===== config.mk =====
export PLATFORM = sky130hd
export DESIGN_NAME = asios_top
export DESIGN_NICKNAME = d
export VERILOG_FILES = /design/src/asios_flag_bank.v /design/src/asios_fifo_guard.v /design/src/asios_top.v
export VERILOG_INCLUDE_DIRS = /design/src
export SDC_FILE = /design/constraint.sdc
export NUM_CORES = 1
export LEC_CHECK = 0
export ABC_CLOCK_PERIOD_IN_PS = 1460
export BUFFER_PORTS_ARGS = -buffer_cell sky130_fd_sc_hd__buf_2
export CAP_MARGIN = 25
export CORE_MARGIN = 5
export CORE_UTILIZATION = 38
export CTS_CLUSTER_SIZE = 10
export DETAILED_ROUTE_END_ITERATION = 6
export PLACE_DENSITY = 0.76
export SLEW_MARGIN = 20
export SYNTH_ARGS = -nofsm -noshare
export SYNTH_HDL_FRONTEND = slang
export SYNTH_SLANG_ARGS = --single-unit

===== constraint.sdc =====
create_clock -name mclk -period 1.46 [get_ports mclk]
set_input_delay 0.073 -clock mclk [delete_from_list [all_inputs] [get_ports mclk]]
set_output_delay 0.073 -clock mclk [all_outputs]
set_load 0.05 [all_outputs]

===== src/asios_defines.vh =====
// Constants for the sequencer interrupt and overflow status block.
// Assumes a 32-bit AXI4-Lite slave port with 8-bit byte addresses.
`ifndef ASIOS_DEFINES_VH
`define ASIOS_DEFINES_VH

// ----------------------------------------------------------------
// Sizes
// ----------------------------------------------------------------
`define ASIOS_NSEQ 4
`define ASIOS_AW 8
`define ASIOS_DW 32
`define ASIOS_SW 4
`define ASIOS_FLD_MSB 3
`define ASIOS_FLD_LSB 0
`define ASIOS_RSV_W 28

// ----------------------------------------------------------------
// Register byte offsets
// ----------------------------------------------------------------
`define ASIOS_OFF_RAW 8'h04
`define ASIOS_OFF_MASK 8'h08
`define ASIOS_OFF_ISC 8'h0C
`define ASIOS_OFF_DROP 8'h10
`define ASIOS_OFF_DROP_EN 8'h30
`define ASIOS_OFF_CAUSE 8'h34

// ----------------------------------------------------------------
// Reset values and fills
// ----------------------------------------------------------------
`define ASIOS_RST_FLD 4'h0
`define ASIOS_RSV_FILL 28'h000_0000
`define ASIOS_ZERO_WORD 32'h0000_0000
`define ASIOS_ZERO_ADDR 8'h00
`define ASIOS_ZERO_STRB 4'h0
`define ASIOS_STRB_LANE0 0

// ----------------------------------------------------------------
// Bus responses
// ----------------------------------------------------------------
`define ASIOS_RESP_OKAY 2'h0
`define ASIOS_RESP_DECERR 2'h3

`endif


===== src/asios_flag_bank.v =====
// Bank of sticky flags: hardware sets, software writes one to clear.
// Assumes set and clear are single-cycle vectors from the mclk domain.
`timescale 1ns/1ps
module asios_flag_bank
#(
    parameter N = 4
)
(
    // Clock and reset
    input wire mclk,
    input wire nrst,
    // Events and clears
    input wire [N-1:0] set_evt,
    input wire [N-1:0] clr_req,
    // State
    output reg [N-1:0] flag_r
);

    reg [N-1:0] flag_nxt;

    // ----------------------------------------------------------------
    // Next state
    // ----------------------------------------------------------------
    always @*
    begin
        flag_nxt = (flag_r & ~clr_req) | set_evt;
    end

    always @(posedge mclk)
    begin
        if (!nrst)
        begin
            flag_r <= {N{1'b0}};
        end
        else
        begin
            flag_r <= flag_nxt;
        end
    end

endmodule // asios_flag_bank


===== src/asios_fifo_guard.v =====
// Write gate in front of the sequencer result FIFOs.
// Assumes full and write request come from logic on mclk.
`timescale 1ns/1ps
module asios_fifo_guard
#(
    parameter N = 4
)
(
    // FIFO side
    input wire [N-1:0] fifo_full,
    input wire [N-1:0] fifo_write_req,
    // Results
    output wire [N-1:0] fifo_write_accept,
    output wire [N-1:0] drop_evt
);

    // ----------------------------------------------------------------
    // Gate
    // ----------------------------------------------------------------
    // newest write dropped
    assign fifo_write_accept = fifo_write_req & ~fifo_full;
    assign drop_evt = fifo_write_req & fifo_full;

endmodule // asios_fifo_guard


===== src/asios_top.v =====
// Interrupt gating and FIFO overflow status for four sample sequencers.
// Assumes an AXI4-Lite master on mclk and sequencer logic on mclk.
//
// Operation
// - A sequencer's raw completion flag reaches the interrupt only while its promote-enable bit is one.
// - Reading a masked status bit returns raw flag AND promote-enable.
// - Each masked status bit drives a level interrupt held while raw flag and enable are both one.
// - Writing one to a masked status bit clears it and the raw flag, unless a flagged completion lands in the same cycle; zero changes nothing.
// - A one written there clears the raw flag even when the masked bit reads zero.
// - A write to a full result FIFO is discarded and sets that sequencer's sticky overflow flag.
// - An overflow flag stays set until software writes one to its bit.
// - Bits 31 to 4 of the mask, masked status and overflow registers are reserved and never altered.
// - Promote-enable bits, masked status bits and overflow flags all reset to zero.
// - A raw flag sets when a sample with its interrupt request finishes; only the clear register clears it.
//
// The implementer's own choice: register access over AXI4-Lite.
`timescale 1ns/1ps
`include "asios_defines.vh"
module asios_top
(
    // Clock and reset
    input wire mclk,
    input wire nrst,
    // AXI4-Lite write address
    input wire [`ASIOS_AW-1:0] s_axi_awaddr,
    input wire [2:0] s_axi_awprot,
    input wire s_axi_awvalid,
    output wire s_axi_awready,
    // AXI4-Lite write data
    input wire [`ASIOS_DW-1:0] s_axi_wdata,
    input wire [`ASIOS_SW-1:0] s_axi_wstrb,
    input wire s_axi_wvalid,
    output wire s_axi_wready,
    // AXI4-Lite write response
    output reg [1:0] s_axi_bresp,
    output reg s_axi_bvalid,
    input wire s_axi_bready,
    // AXI4-Lite read address
    input wire [`ASIOS_AW-1:0] s_axi_araddr,
    input wire [2:0] s_axi_arprot,
    input wire s_axi_arvalid,
    output wire s_axi_arready,
    // AXI4-Lite read data
    output reg [`ASIOS_DW-1:0] s_axi_rdata,
    output reg [1:0] s_axi_rresp,
    output reg s_axi_rvalid,
    input wire s_axi_rready,
    // Sequencer completion events
    input wire [`ASIOS_NSEQ-1:0] seq_sample_done,
    input wire [`ASIOS_NSEQ-1:0] sample_irq_request,
    // Sequencer result FIFOs
    input wire [`ASIOS_NSEQ-1:0] seq_fifo_full,
    input wire [`ASIOS_NSEQ-1:0] seq_fifo_write_req,
    output wire [`ASIOS_NSEQ-1:0] seq_fifo_write_accept,
    // Interrupts
    output wire [`ASIOS_NSEQ-1:0] seq_irq_level,
    output wire irq_out
);

    // ----------------------------------------------------------------
    // Helpers
    // ----------------------------------------------------------------
    // Word-aligned address match; low two bits ignored
    function addr_hit;
        input [`ASIOS_AW-1:0] addr;
        input [`ASIOS_AW-1:0] off;
        begin
            addr_hit = (addr[`ASIOS_AW-1:2] == off[`ASIOS_AW-1:2]);
        end
    endfunction

    // Place a 4-bit field into a word, reserved bits zero
    function [`ASIOS_DW-1:0] field_word;
        input [`ASIOS_NSEQ-1:0] fld;
        begin
            field_word = {`ASIOS_RSV_FILL, fld};
        end
    endfunction

    // Any decoded register at this address
    function addr_mapped;
        input [`ASIOS_AW-1:0] addr;
        begin
            addr_mapped = addr_hit(addr, `ASIOS_OFF_RAW) ||
                addr_hit(addr, `ASIOS_OFF_MASK) ||
                addr_hit(addr, `ASIOS_OFF_ISC) ||
                addr_hit(addr, `ASIOS_OFF_DROP) ||
                addr_hit(addr, `ASIOS_OFF_DROP_EN) ||
                addr_hit(addr, `ASIOS_OFF_CAUSE);
        end
    endfunction

    // ----------------------------------------------------------------
    // Declarations
    // ----------------------------------------------------------------
    reg aw_held_r;
    reg [`ASIOS_AW-1:0] aw_addr_r;
    reg w_held_r;
    reg [`ASIOS_DW-1:0] w_data_r;
    reg [`ASIOS_SW-1:0] w_strb_r;
    reg [`ASIOS_NSEQ-1:0] promote_enable_r;
    reg [`ASIOS_NSEQ-1:0] promote_enable_nxt;
    reg [`ASIOS_NSEQ-1:0] drop_irq_enable_r;
    reg [`ASIOS_NSEQ-1:0] drop_irq_enable_nxt;
    reg [`ASIOS_DW-1:0] rd_word;
    reg [1:0] rd_resp;
    wire wr_go;
    wire lane0;
    wire [`ASIOS_NSEQ-1:0] wr_fld;
    wire [`ASIOS_NSEQ-1:0] raw_set;
    wire [`ASIOS_NSEQ-1:0] raw_clr;
    wire [`ASIOS_NSEQ-1:0] drop_set;
    wire [`ASIOS_NSEQ-1:0] drop_clr;
    wire [`ASIOS_NSEQ-1:0] raw_completion_r;
    wire [`ASIOS_NSEQ-1:0] fifo_drop_r;
    wire [`ASIOS_NSEQ-1:0] gated_flag;
    wire [`ASIOS_NSEQ-1:0] drop_gated;
    wire done_irq_any;
    wire drop_irq_any;

    // ----------------------------------------------------------------
    // AXI write channels
    // ----------------------------------------------------------------
    // No new address or data while a response waits; one write at a time
    assign s_axi_awready = ~aw_held_r & ~s_axi_bvalid;
    assign s_axi_wready = ~w_held_r & ~s_axi_bvalid;
    assign wr_go = aw_held_r & w_held_r & ~s_axi_bvalid;
    // Only byte lane 0 holds defined bits; other lanes are reserved
    assign lane0 = w_strb_r[`ASIOS_STRB_LANE0];
    assign wr_fld = w_data_r[`ASIOS_FLD_MSB:`ASIOS_FLD_LSB];

    always @(posedge mclk)
    begin
        if (!nrst)
        begin
            aw_held_r <= 1'b0;
            aw_addr_r <= `ASIOS_ZERO_ADDR;
        end
        else if (s_axi_awvalid && s_axi_awready)
        begin
            aw_held_r <= 1'b1;
            aw_addr_r <= s_axi_awaddr;
        end
        else if (wr_go)
        begin
            aw_held_r <= 1'b0;
        end
    end

    always @(posedge mclk)
    begin
        if (!nrst)
        begin
            w_held_r <= 1'b0;
            w_data_r <= `ASIOS_ZERO_WORD;
            w_strb_r <= `ASIOS_ZERO_STRB;
        end
        else if (s_axi_wvalid && s_axi_wready)
        begin
            w_held_r <= 1'b1;
            w_data_r <= s_axi_wdata;
            w_strb_r <= s_axi_wstrb;
        end
        else if (wr_go)
        begin
            w_held_r <= 1'b0;
        end
    end

    always @(posedge mclk)
    begin
        if (!nrst)
        begin
            s_axi_bvalid <= 1'b0;
            s_axi_bresp <= `ASIOS_RESP_OKAY;
        end
        else if (wr_go)
        begin
            s_axi_bvalid <= 1'b1;
            if (addr_mapped(aw_addr_r))
            begin
                s_axi_bresp <= `ASIOS_RESP_OKAY;
            end
            else
            begin
                s_axi_bresp <= `ASIOS_RESP_DECERR;
            end
        end
        else if (s_axi_bready)
        begin
            s_axi_bvalid <= 1'b0;
        end
    end

    // ----------------------------------------------------------------
    // Control registers
    // ----------------------------------------------------------------
    always @*
    begin
        promote_enable_nxt = promote_enable_r;
        drop_irq_enable_nxt = drop_irq_enable_r;
        if (wr_go && lane0 && addr_hit(aw_addr_r, `ASIOS_OFF_MASK))
        begin
            promote_enable_nxt = wr_fld;
        end
        if (wr_go && lane0 && addr_hit(aw_addr_r, `ASIOS_OFF_DROP_EN))
        begin
            drop_irq_enable_nxt = wr_fld;
        end
    end

    always @(posedge mclk)
    begin
        if (!nrst)
        begin
            promote_enable_r <= `ASIOS_RST_FLD;
            drop_irq_enable_r <= `ASIOS_RST_FLD;
        end
        else
        begin
            promote_enable_r <= promote_enable_nxt;
            drop_irq_enable_r <= drop_irq_enable_nxt;
        end
    end

    // ----------------------------------------------------------------
    // Raw completion flags
    // ----------------------------------------------------------------
    // set by flagged sample done
    assign raw_set = seq_sample_done & sample_irq_request;
    assign raw_clr = (wr_go && lane0 && addr_hit(aw_addr_r, `ASIOS_OFF_ISC))
        ? wr_fld : `ASIOS_RST_FLD;

    asios_flag_bank
    #(
        .N(`ASIOS_NSEQ)
    )
    u_raw_bank
    (
        .mclk(mclk),
        .nrst(nrst),
        .set_evt(raw_set),
        .clr_req(raw_clr),
        .flag_r(raw_completion_r)
    );

    // ----------------------------------------------------------------
    // FIFO overflow flags
    // ----------------------------------------------------------------
    asios_fifo_guard
    #(
        .N(`ASIOS_NSEQ)
    )
    u_guard
    (
        .fifo_full(seq_fifo_full),
        .fifo_write_req(seq_fifo_write_req),
        .fifo_write_accept(seq_fifo_write_accept),
        .drop_evt(drop_set)
    );

    assign drop_clr = (wr_go && lane0 && addr_hit(aw_addr_r, `ASIOS_OFF_DROP))
        ? wr_fld : `ASIOS_RST_FLD;

    asios_flag_bank
    #(
        .N(`ASIOS_NSEQ)
    )
    u_drop_bank
    (
        .mclk(mclk),
        .nrst(nrst),
        .set_evt(drop_set),
        .clr_req(drop_clr),
        .flag_r(fifo_drop_r)
    );

    // ----------------------------------------------------------------
    // Interrupt outputs
    // ----------------------------------------------------------------
    // gate raw by enable
    assign gated_flag = raw_completion_r & promote_enable_r;
    assign seq_irq_level = gated_flag;
    assign drop_gated = fifo_drop_r & drop_irq_enable_r;
    assign done_irq_any = |gated_flag;
    assign drop_irq_any = |drop_gated;
    // Combinational OR of the gated flop outputs; not registered before the controller
    assign irq_out = done_irq_any | drop_irq_any;

    // ----------------------------------------------------------------
    // Read decode
    // ----------------------------------------------------------------
    always @*
    begin
        rd_word = `ASIOS_ZERO_WORD;
        rd_resp = `ASIOS_RESP_OKAY;
        if (addr_hit(s_axi_araddr, `ASIOS_OFF_RAW))
        begin
            rd_word = field_word(raw_completion_r);
        end
        else if (addr_hit(s_axi_araddr, `ASIOS_OFF_MASK))
        begin
            rd_word = field_word(promote_enable_r);
        end
        else if (addr_hit(s_axi_araddr, `ASIOS_OFF_ISC))
        begin
            rd_word = field_word(gated_flag);
        end
        else if (addr_hit(s_axi_araddr, `ASIOS_OFF_DROP))
        begin
            rd_word = field_word(fifo_drop_r);
        end
        else if (addr_hit(s_axi_araddr, `ASIOS_OFF_DROP_EN))
        begin
            rd_word = field_word(drop_irq_enable_r);
        end
        else if (addr_hit(s_axi_araddr, `ASIOS_OFF_CAUSE))
        begin
            rd_word = field_word({2'b00, drop_irq_any, done_irq_any});
        end
        else
        begin
            rd_resp = `ASIOS_RESP_DECERR;
        end
    end

    // ----------------------------------------------------------------
    // AXI read channels
    // ----------------------------------------------------------------
    // One read at a time; reads have no side effects
    assign s_axi_arready = ~s_axi_rvalid;

    always @(posedge mclk)
    begin
        if (!nrst)
        begin
            s_axi_rvalid <= 1'b0;
            s_axi_rdata <= `ASIOS_ZERO_WORD;
            s_axi_rresp <= `ASIOS_RESP_OKAY;
        end
        else if (s_axi_arvalid && s_axi_arready)
        begin
            s_axi_rvalid <= 1'b1;
            s_axi_rdata <= rd_word;
            s_axi_rresp <= rd_resp;
        end
        else if (s_axi_rready)
        begin
            s_axi_rvalid <= 1'b0;
        end
    end

endmodule // asios_top


# Word-level counts from Yosys, hierarchy flattened
# Cells that the tools add are included.
# Widths: inputs -> output; s select.
# op_classes
eq_ne	12
mux	22
bitwise	21
reduce_logical	19
# op_table
cell	n
$and 4x4->4	7
$mux 4	7
$eq 6x2->1 const B	4
$eq 6x4->1 const B	4
$mux 2	8
$eq 6x1->1 const B	2
$eq 6x3->1 const B	2
$not 4->4	3
$logic_and 1x1->1	8
$or 4x4->4	2
$reduce_bool 2->1	4
$reduce_or 4->1	2
$mux 1	7
$logic_or 1x1->1	5
$and 1x1->1	4
$not 1->1	4
$or 1x1->1	1
# totals
regBits	69
inputBits	81
out_inout_bits	50
wordCells	88

# Longest topological paths before layout
# Gate-level depths: netlist (run 1).
# depth
word_depth	8
ltp_mapped	6
depth_no_buf	5

# Modules after synthesis
# From an unflattened synthesis (run 1), not the netlist that was laid out.
# unflattened
hier_cells	261
area_unflattened_um2	2283.4
# by_module_without_submodules
mod	instances	cells_each	area_per_inst_um2	seq_area_each_um2
asios_top	1	229	1903.1	580.6
asios_flag_bank	2	12	165.2	80.1
asios_fifo_guard	1	8	50.0	0.0

# Worst setup path after synthesis (run 1)
# No wires, ideal clock.
# synth_timing
path_kind	flip-flop to flip-flop
startpoint	register s_axi_bvalid
endpoint	register aw_addr_r[7]
arrival_time_ns	2.048
slack_ns	-0.715
stages_incl_launch_ff	6
n_path_buf	1
path_cell_list	dfxtp_1 -> nor2_1 -> and2_1 -> clkbuf_1 -> mux2i_1 -> nor2_1
# synth_between
elab_chain_len	3
# synth_rtl
element	line	source
start, declared	asios_top.v:36	output reg s_axi_bvalid,
start signal, assigned	asios_top.v:174	s_axi_bvalid <= 1'b0;
start signal, assigned	asios_top.v:179	s_axi_bvalid <= 1'b1;
start signal, assigned	asios_top.v:191	s_axi_bvalid <= 1'b0;
$not 1->1	asios_top.v:125	assign s_axi_awready = ~aw_held_r & ~s_axi_bvalid;
$and 1x1->1	asios_top.v:125	
via s_axi_awready	asios_top.v:28	output wire s_axi_awready,
$logic_and 1x1->1	asios_top.v:139	else if (s_axi_awvalid && s_axi_awready)
end signal, assigned	asios_top.v:137	aw_addr_r <= `ASIOS_ZERO_ADDR;
end signal, assigned	asios_top.v:142	aw_addr_r <= s_axi_awaddr;
end, declared	asios_top.v:97	reg [`ASIOS_AW-1:0] aw_addr_r;
# The timed path passes the listed nets, and every way through them passes these cells.
# A chain may end at the register's enable or synchronous reset.

# Worst setup path after layout (run 1)
# layout_timing
startpoint	register aw_addr_r[7]
endpoint	register drop_irq_enable_r[2]
# layout_between
elab_chain_len	2
# layout_rtl
element	line	source
$eq 6x4->1	asios_top.v:68	addr_hit = (addr[`ASIOS_AW-1:2] == off[`ASIOS_AW-1:2]);
$logic_and 1x1->1	asios_top.v:206	if (wr_go && lane0 && addr_hit(aw_addr_r, `ASIOS_OFF_DROP_EN))
end signal, assigned	asios_top.v:217	drop_irq_enable_r <= `ASIOS_RST_FLD;
end signal, assigned	asios_top.v:222	drop_irq_enable_r <= drop_irq_enable_nxt;
end, declared	asios_top.v:103	reg [`ASIOS_NSEQ-1:0] drop_irq_enable_r;
# Every way passes these cells.

==> out/results.md, run 1 <==
| Result | Reported | Unit |
|:---|:---|:---|
| Leakage power | 0.00123 | uW |
| Kind of launch point of the worst setup path | flip-flop | - |
| Total detailed-routing wirelength | 5110 | um |
| Filler cell count | 479 | - |
| Total instance count after detailed placement | 387 | - |
| Max-cap violations | 0 | - |
| HP Class | input pin to flip-flop | - |
| Final Critical Period | 1.69 | ns |
| Total DRC errors in the routed layout | 0 | - |
| Initial cell density of the core | 39.0 | % |
| Cells along the critical path | or3b_4, buf_4, or4_4, mux2i_1, nor2_1 | - |
| Pin count of the biggest net entering global routing | 30 | - |
| Fin crit share | 116 | % |
| Most used cells in the layout excluding fill and tap cells | 60 x sky130_fd_sc_hd__buf_2, 31 x sky130_fd_sc_hd__nor2_1, 30 x sky130_fd_sc_hd__dfxtp_1, 28 x sky130_fd_sc_hd__conb_1, 27 x sky130_fd_sc_hd__buf_4 | - |
| Power density of the placed cells | 912 | mW/mm^2 |
| Antenna violations before repair | 0 | - |
| Antenna diodes | 0 | - |
| Largest buffer count on any clock path | 2 | - |
| Proportion of netlist area held by the largest area contributor | 37.2 | % |
| Max Clock Freq | 592 | MHz |
| Outcome | finished, violations left | - |
| Final setup violation count | 17 | - |
| Proportion of power drawn by the clock network | 29.8 | % |
| Cell Area, Synth | 0.00199 | sq mm |
| Maximum fanout along the worst path | 4 | - |
| Post-synthesis sequential area ratio | 37.2 | % |
| Antenna violation net count after detailed routing | 0 | - |
| Most common cell after layout, fill and taps aside | sky130_fd_sc_hd__buf_2 | - |
| Final HPWL DP | 3890 | um |
| Leading cell types by total area after synthesis | sky130_fd_sc_hd__dfxtp_1 37%, sky130_fd_sc_hd__buf_4 12%, sky130_fd_sc_hd__mux2i_1 8.5% | - |
| Combinational power share | 25.1 | % |
| Violations in the final reports | negative setup slack | - |
| Setup ws final | -0.230 | ns |
| Asr flop ratio synth | 0 | % |
| CTS tree | yes | - |
| Iteration-0 DRC Markers | 110 | - |
| Number of buffers added by the clock tree synthesis step | 5 | - |
| Avg Cell Area, Syn | 8.23 | sq um |
| Final clock skew | 0.00211 | ns |
| Number of non-filler instances in the completed layout | 399 | - |
| Post-detailed-route via-to-cell ratio | 4.82 | - |
| RSZ-0062 raised after global routing | true | - |
| CP required | 1.64 | ns |
| Largest stage delay, worst path | 0.47 | ns |
| First-pass detailed-route iteration total | 5 | - |
| Sequential group share of total power | 45.1 | % |
| Die area | 0.00679 | sq mm |
| Top routing layer in use | met4 | - |
| Insertion delay to the later sink of the worst-skew pair | 0.30 | ns |
| Detail Route met3 WL | 548 | um |
| Worst hold margin | 0.0112 | ns |
| CP Class | flip-flop to flip-flop | - |
| Peak ir drop on the vdd network | 0.533 | mV |
| Flip-flop and latch count after synthesis | 37 | - |
| Number of flops mapped to enable cells by yosys | 0 | - |
| Endpoint type of the worst setup path | flip-flop | - |
| Library cell occupying the most area in the post-synthesis netlist | sky130_fd_sc_hd__dfxtp_1 | - |
| Warning count from the yosys run | 0 | - |
| Met2 wire len | 2350 | um |
| Port-buffer cells | 61 | - |
| Post-route setup TNS | -2.84 | ns |
| Psw | 865 | uW |
| Global placer's final weighted congestion | 0.929 | - |
| Dpl ws | -0.249 | ns |
| Metal1 wirelength | 2110 | um |
| Crit path max-delay cell type | sky130_fd_sc_hd__or4_4 | - |
| Internal power of the cells | 1580 | uW |
| Switch share | 35.3 | % |
| Gr ovfl total | 0 | - |
| Number of top-level design ports | 131 | - |
| Layout area overhead | 34.9 | % |
| Clock transition at the register clock pins on the worst setup and hold paths after CTS | 0.08 | ns |
| Net count, final | 409 | - |
| Hold violation count in the final report | 0 | - |
| Total placed instance area | 0.00244 | sq mm |
| Number of unique standard cell types used by synthesis | 37 | - |
| GRT Total Usage | 15.6 | % |
| Via count of the first global-routing pass | 1,796 | - |
| Maximum level of the CTS H-tree | 2 | - |
| Slew Viols, Final | 0 | - |
| Fraction of final layout cells with drive strength greater than 1 | 39.2 | % |
| Buffer type at the clock tree root | sky130_fd_sc_hd__clkbuf_8 | - |
| Global-route wire length before repair | 8090 | um |
| Vias | 1,923 | - |
| Design area | 0.00269 | sq mm |
| Arr. time, crit path | 1.87 | ns |
| Vertical die dimension | 82.4 | um |
| Average wire per cell in the routed design | 12.8 | um |
| Total number of clock tree sinks | 37 | - |
| Core region area | 0.00511 | sq mm |
| Cell Rows | 26 | - |
| Prevailing post-synth register cell | sky130_fd_sc_hd__dfxtp_1 | - |
| Horizontal die dimension | 82.4 | um |
| Post-synthesis instance total | 242 | - |
==> worst paths after layout <==
| check | from | slack [ns] | to | depth (start not counted) |
|---|---|---|---|---|
| setup reg to reg | aw_addr_r[7] | -0.23 | drop_irq_enable_r[2] | 5 |
| setup / recovery | aw_addr_r[7] | -0.23 | drop_irq_enable_r[2] | 5 |
| hold / removal | s_axi_wdata[2] | 0.01 | w_data_r[2] | 3 |
| hold reg to reg | s_axi_rdata[3] | 0.46 | s_axi_rdata[3] | 2 |
==> what timing repair did <==
action                     CTS  global route
hold endpoints to repair     2             0
pin swaps                    7             2
resized for setup           19            11
buffers inserted             1             1
setup endpoints to repair   18            18
hold buffers                 2             0
==> through the flow <==
stage | total power (uW) | utilization [%]
final | 2450 | 52.6
after detailed placement | 1710 | 47.7
after global routing | 2570 | 52.6
after floorplan | 1610 | -
after global placement | 1700 | 47.7
after CTS | 2460 | 51.5
==> Yosys cell counts, drive strengths merged, types with 2 or more instances <==
library cell / count
nand2b: 2
o22ai: 3
clkbuf: 6
o221ai: 2
dfxtp: 37
a22oi: 4
nor4: 3
nor2: 33
mux2i: 17
and2: 6
nand3: 8
nor2b: 8
a21oi: 16
or3b: 2
a311oi: 4
buf: 33
nand2: 22
o21ai: 14
inv: 6
a211oi: 2
or3: 2
==> registers in the layout, summed over array words and instances (netlist names) <==
| signal | cells |
|---|---|
| aw_addr_r | 6 |
| aw_held_r | 1 |
| drop_irq_enable_r | 4 |
| promote_enable_r | 4 |
| s_axi_bresp | 1 |
| s_axi_bvalid | 1 |
| s_axi_rdata | 4 |
| s_axi_rresp | 1 |
| s_axi_rvalid | 1 |
| u_drop_bank.flag_r | 4 |
| u_raw_bank.flag_r | 4 |
| w_data_r | 4 |
| w_held_r | 1 |
| w_strb_r | 1 |
==> cell families (layout without fill, tap and decap cells) <==
group	Yosys count	after routing	synth area share [%]
AND/OR/NAND/NOR	92	92	24.0
AO/OA/AOI/OAI	50	50	15.5
buffers and inverters	45	105	14.5
flip-flops	37	37	37.2
multiplexers	17	17	8.55
other	1	28	0.188
==> layout make-up <==
type | count | area [sq um] | share of cell area (%)
clock inverter | 3 | 22.5 | 0.838
timing repair buffer | 91 | 549 | 20.4
clock buffer | 5 | 68.8 | 2.56
tap | 70 | 87.6 | 3.26
multi-input combinational | 187 | 1180 | 44.1
inverter | 6 | 22.5 | 0.838
sequential | 37 | 752 | 28.0
==> worst max-delay path: cells and delay by family (launching register included) <==
family / cells / cell delay, ns
buffers and inverters: 1 / 0.15
flip-flops: 1 / 0.33
AND/OR/NAND/NOR: 3 / 0.92
multiplexers: 1 / 0.19
==> power by group through the flow <==
stage / registers [uW] / clock network, uW / logic [uW]
finish: 1100 / 731 / 614
global route: 1110 / 791 / 664
CTS: 1100 / 749 / 606
detailed placement: 1120 / 0 / 592
global placement: 1120 / 0 / 587
floorplan: 1150 / 0 / 455
==> metal layers <==
| metal | vias to the layer above | global-route usage [%] |
|---|---|---|
| met5 | - | 0 |
| met4 | 0 | 5.98 |
| met3 | 12 | 4.56 |
| met2 | 90 | 25.3 |
| met1 | 865 | 19.4 |
| li1 | 956 | - |
Power figures use the tool's default switching activity.
==> inputs of run 2 (changes only) <==
--- a/config.mk
+++ b/config.mk
@@ -14,6 +14,7 @@
 export CTS_CLUSTER_SIZE = 10
 export DETAILED_ROUTE_END_ITERATION = 6
 export PLACE_DENSITY = 0.76
+export RECOVER_POWER = 25
 export SLEW_MARGIN = 20
 export SYNTH_ARGS = -nofsm -noshare
 export SYNTH_HDL_FRONTEND = slang
==> out/results.md, run 2 (synthesis gave the netlist of run 1 again) <==
| Result | Reported | Unit |
|:---|:---|:---|
| Net count, final | 409 | - |
| Average wire per cell in the routed design | 12.8 | um |
| Port-buffer cells | 61 | - |
| Total DRC errors in the routed layout | 0 | - |
| Iteration-0 DRC Markers | 109 | - |
| Max reg flops | 6 | - |
| Post-detailed-route via-to-cell ratio | 4.79 | - |
| Gr ovfl total | 0 | - |
| Fin crit share | 116 | % |
| Arr. time, crit path | 1.87 | ns |
| Most common cell after layout, fill and taps aside | sky130_fd_sc_hd__buf_2 | - |
| Clock transition at the register clock pins on the worst setup and hold paths after CTS | 0.08 | ns |
| Vertical die dimension | 82.4 | um |
| Total power | 2450 | uW |
| Setup ws final | -0.230 | ns |
| Via count of the first global-routing pass | 1,796 | - |
| Kind of launch point of the worst setup path | flip-flop | - |
| Cell Rows | 26 | - |
| First-pass detailed-route iteration total | 4 | - |
| Power density of the placed cells | 914 | mW/mm^2 |
| Total detailed-routing wirelength | 5090 | um |
| Layout area overhead | 34.4 | % |
| Worst hold margin | 0.0113 | ns |
| Slew @ Worst Pin | 0.605 | ns |
| Design area | 0.00268 | sq mm |
| Max-slew headroom at the worst pin | 59.8 | % |
| Buffer type at the clock tree root | sky130_fd_sc_hd__clkbuf_8 | - |
| Number of buffers added by the clock tree synthesis step | 5 | - |
| Die area | 0.00679 | sq mm |
| Crit path max-delay cell type | sky130_fd_sc_hd__or4_4 | - |
| Max Clock Freq | 592 | MHz |
| Global placer's final weighted congestion | 0.929 | - |
| Cells along the critical path | or3b_4, buf_4, or4_4, mux2i_1, nor2_1 | - |
| Most used cells in the layout excluding fill and tap cells | 52 x sky130_fd_sc_hd__buf_2, 31 x sky130_fd_sc_hd__nor2_1, 30 x sky130_fd_sc_hd__dfxtp_1, 28 x sky130_fd_sc_hd__conb_1, 27 x sky130_fd_sc_hd__buf_4 | - |
| Initial cell density of the core | 39.0 | % |
| Leakage power | 0.00120 | uW |
| CP Class | flip-flop to flip-flop | - |
| Final Critical Period | 1.69 | ns |
| Number of top-level design ports | 131 | - |
| Horizontal die dimension | 82.4 | um |
| Kind of cell adding the most delay to the critical path | simple AND/OR/NAND/NOR gates | - |
| HP Class | input pin to flip-flop | - |
| Final clock skew | 0.00219 | ns |
| Top register by number of flip-flops | aw_addr_r | - |
| Insertion delay to the later sink of the worst-skew pair | 0.30 | ns |
| Violations in the final reports | negative setup slack | - |
| Maximum level of the CTS H-tree | 2 | - |
| Maximum fanout along the worst path | 4 | - |
| Max-cap violations | 0 | - |
| Endpoint type of the worst setup path | flip-flop | - |
| Total number of clock tree sinks | 37 | - |
| Final HPWL DP | 3890 | um |
| Final core utilization | 52.4 | % |
| Antenna violations before repair | 0 | - |
| Core region area | 0.00511 | sq mm |
| Vias | 1,913 | - |
| Dpl ws | -0.249 | ns |
| Antenna diodes | 0 | - |
| Global-route wire length before repair | 8090 | um |
| Combined buffer and inverter count along the critical path | 1 | - |
| Fraction of final layout cells with drive strength greater than 1 | 36.8 | % |
| Largest buffer count on any clock path | 2 | - |
| Largest stage delay, worst path | 0.47 | ns |
| Peak ir drop on the vdd network | 0.533 | mV |
| Antenna violation net count after detailed routing | 0 | - |
| Final setup violation count | 17 | - |
| CTS tree | yes | - |
| RSZ-0062 raised after global routing | true | - |
| Outcome | finished, violations left | - |
| CP required | 1.64 | ns |
| GRT Total Usage | 15.6 | % |
| Hold violation count in the final report | 0 | - |
| Slew Viols, Final | 0 | - |
| Total placed instance area | 0.00244 | sq mm |
| Pin count of the biggest net entering global routing | 30 | - |
run 2: stage by stage:
step	TNS (ns)	instances
floorplan	-1.84	269
finish	-2.81	399
detailed placement	-2.58	387
CTS	-2.66	398
global placement	-2.03	387
global route	-4.08	399
run 2: cell type report:
cell class / instances / area (sq um)
multi-input cells: 187 / 1180
inverters: 6 / 22.5
flip-flops and latches: 37 / 752
clock buffers: 5 / 68.8
fillers: 482 / 2430
repair buffers: 91 / 539
clock inverters: 3 / 22.5
well taps: 70 / 87.6
run 2: worst paths after layout:
check / start / to / slack (ns) / depth (start not counted)
max: aw_addr_r[7] / drop_irq_enable_r[2] / -0.23 / 5
min: s_axi_wdata[2] / w_data_r[2] / 0.01 / 3
min reg2reg: s_axi_rdata[3] / s_axi_rdata[3] / 0.46 / 2
max reg2reg: aw_addr_r[7] / drop_irq_enable_r[2] / -0.23 / 5
run 2: per-layer routing:
metal  share of wire [%]  GRT usage [%]  up-vias
met5                   0              0        -
met4                 2.0           5.98        0
met3                  10           4.56       12
met2                  46           25.3       82
met1                  42           19.4      862
li1                    -              -      957
run 2: report_power, final:
group / internal, uW / leakage, uW / switching (uW)
registers: 1060 / 0.000306 / 44.7
logic: 184 / 0.000841 / 428
clock network: 338 / 0.0000481 / 392
total: 1580 / 0.00120 / 865
run 2: worst register-to-register path, delay by kind of cell (launching register included):
kind	cells	cell delay, ns
buffers and inverters	1	0.15
DFF	1	0.33
and+or+nand+nor	3	0.92
muxes	1	0.19
run 2: repair_timing:
action                                  CTS  global route
setup buffers                             1             1
hold buffers                              2             0
endpoints found under the setup margin   18            18
hold endpoints to repair                  2             0
pin swaps                                 7             2
resized for setup                        19            11
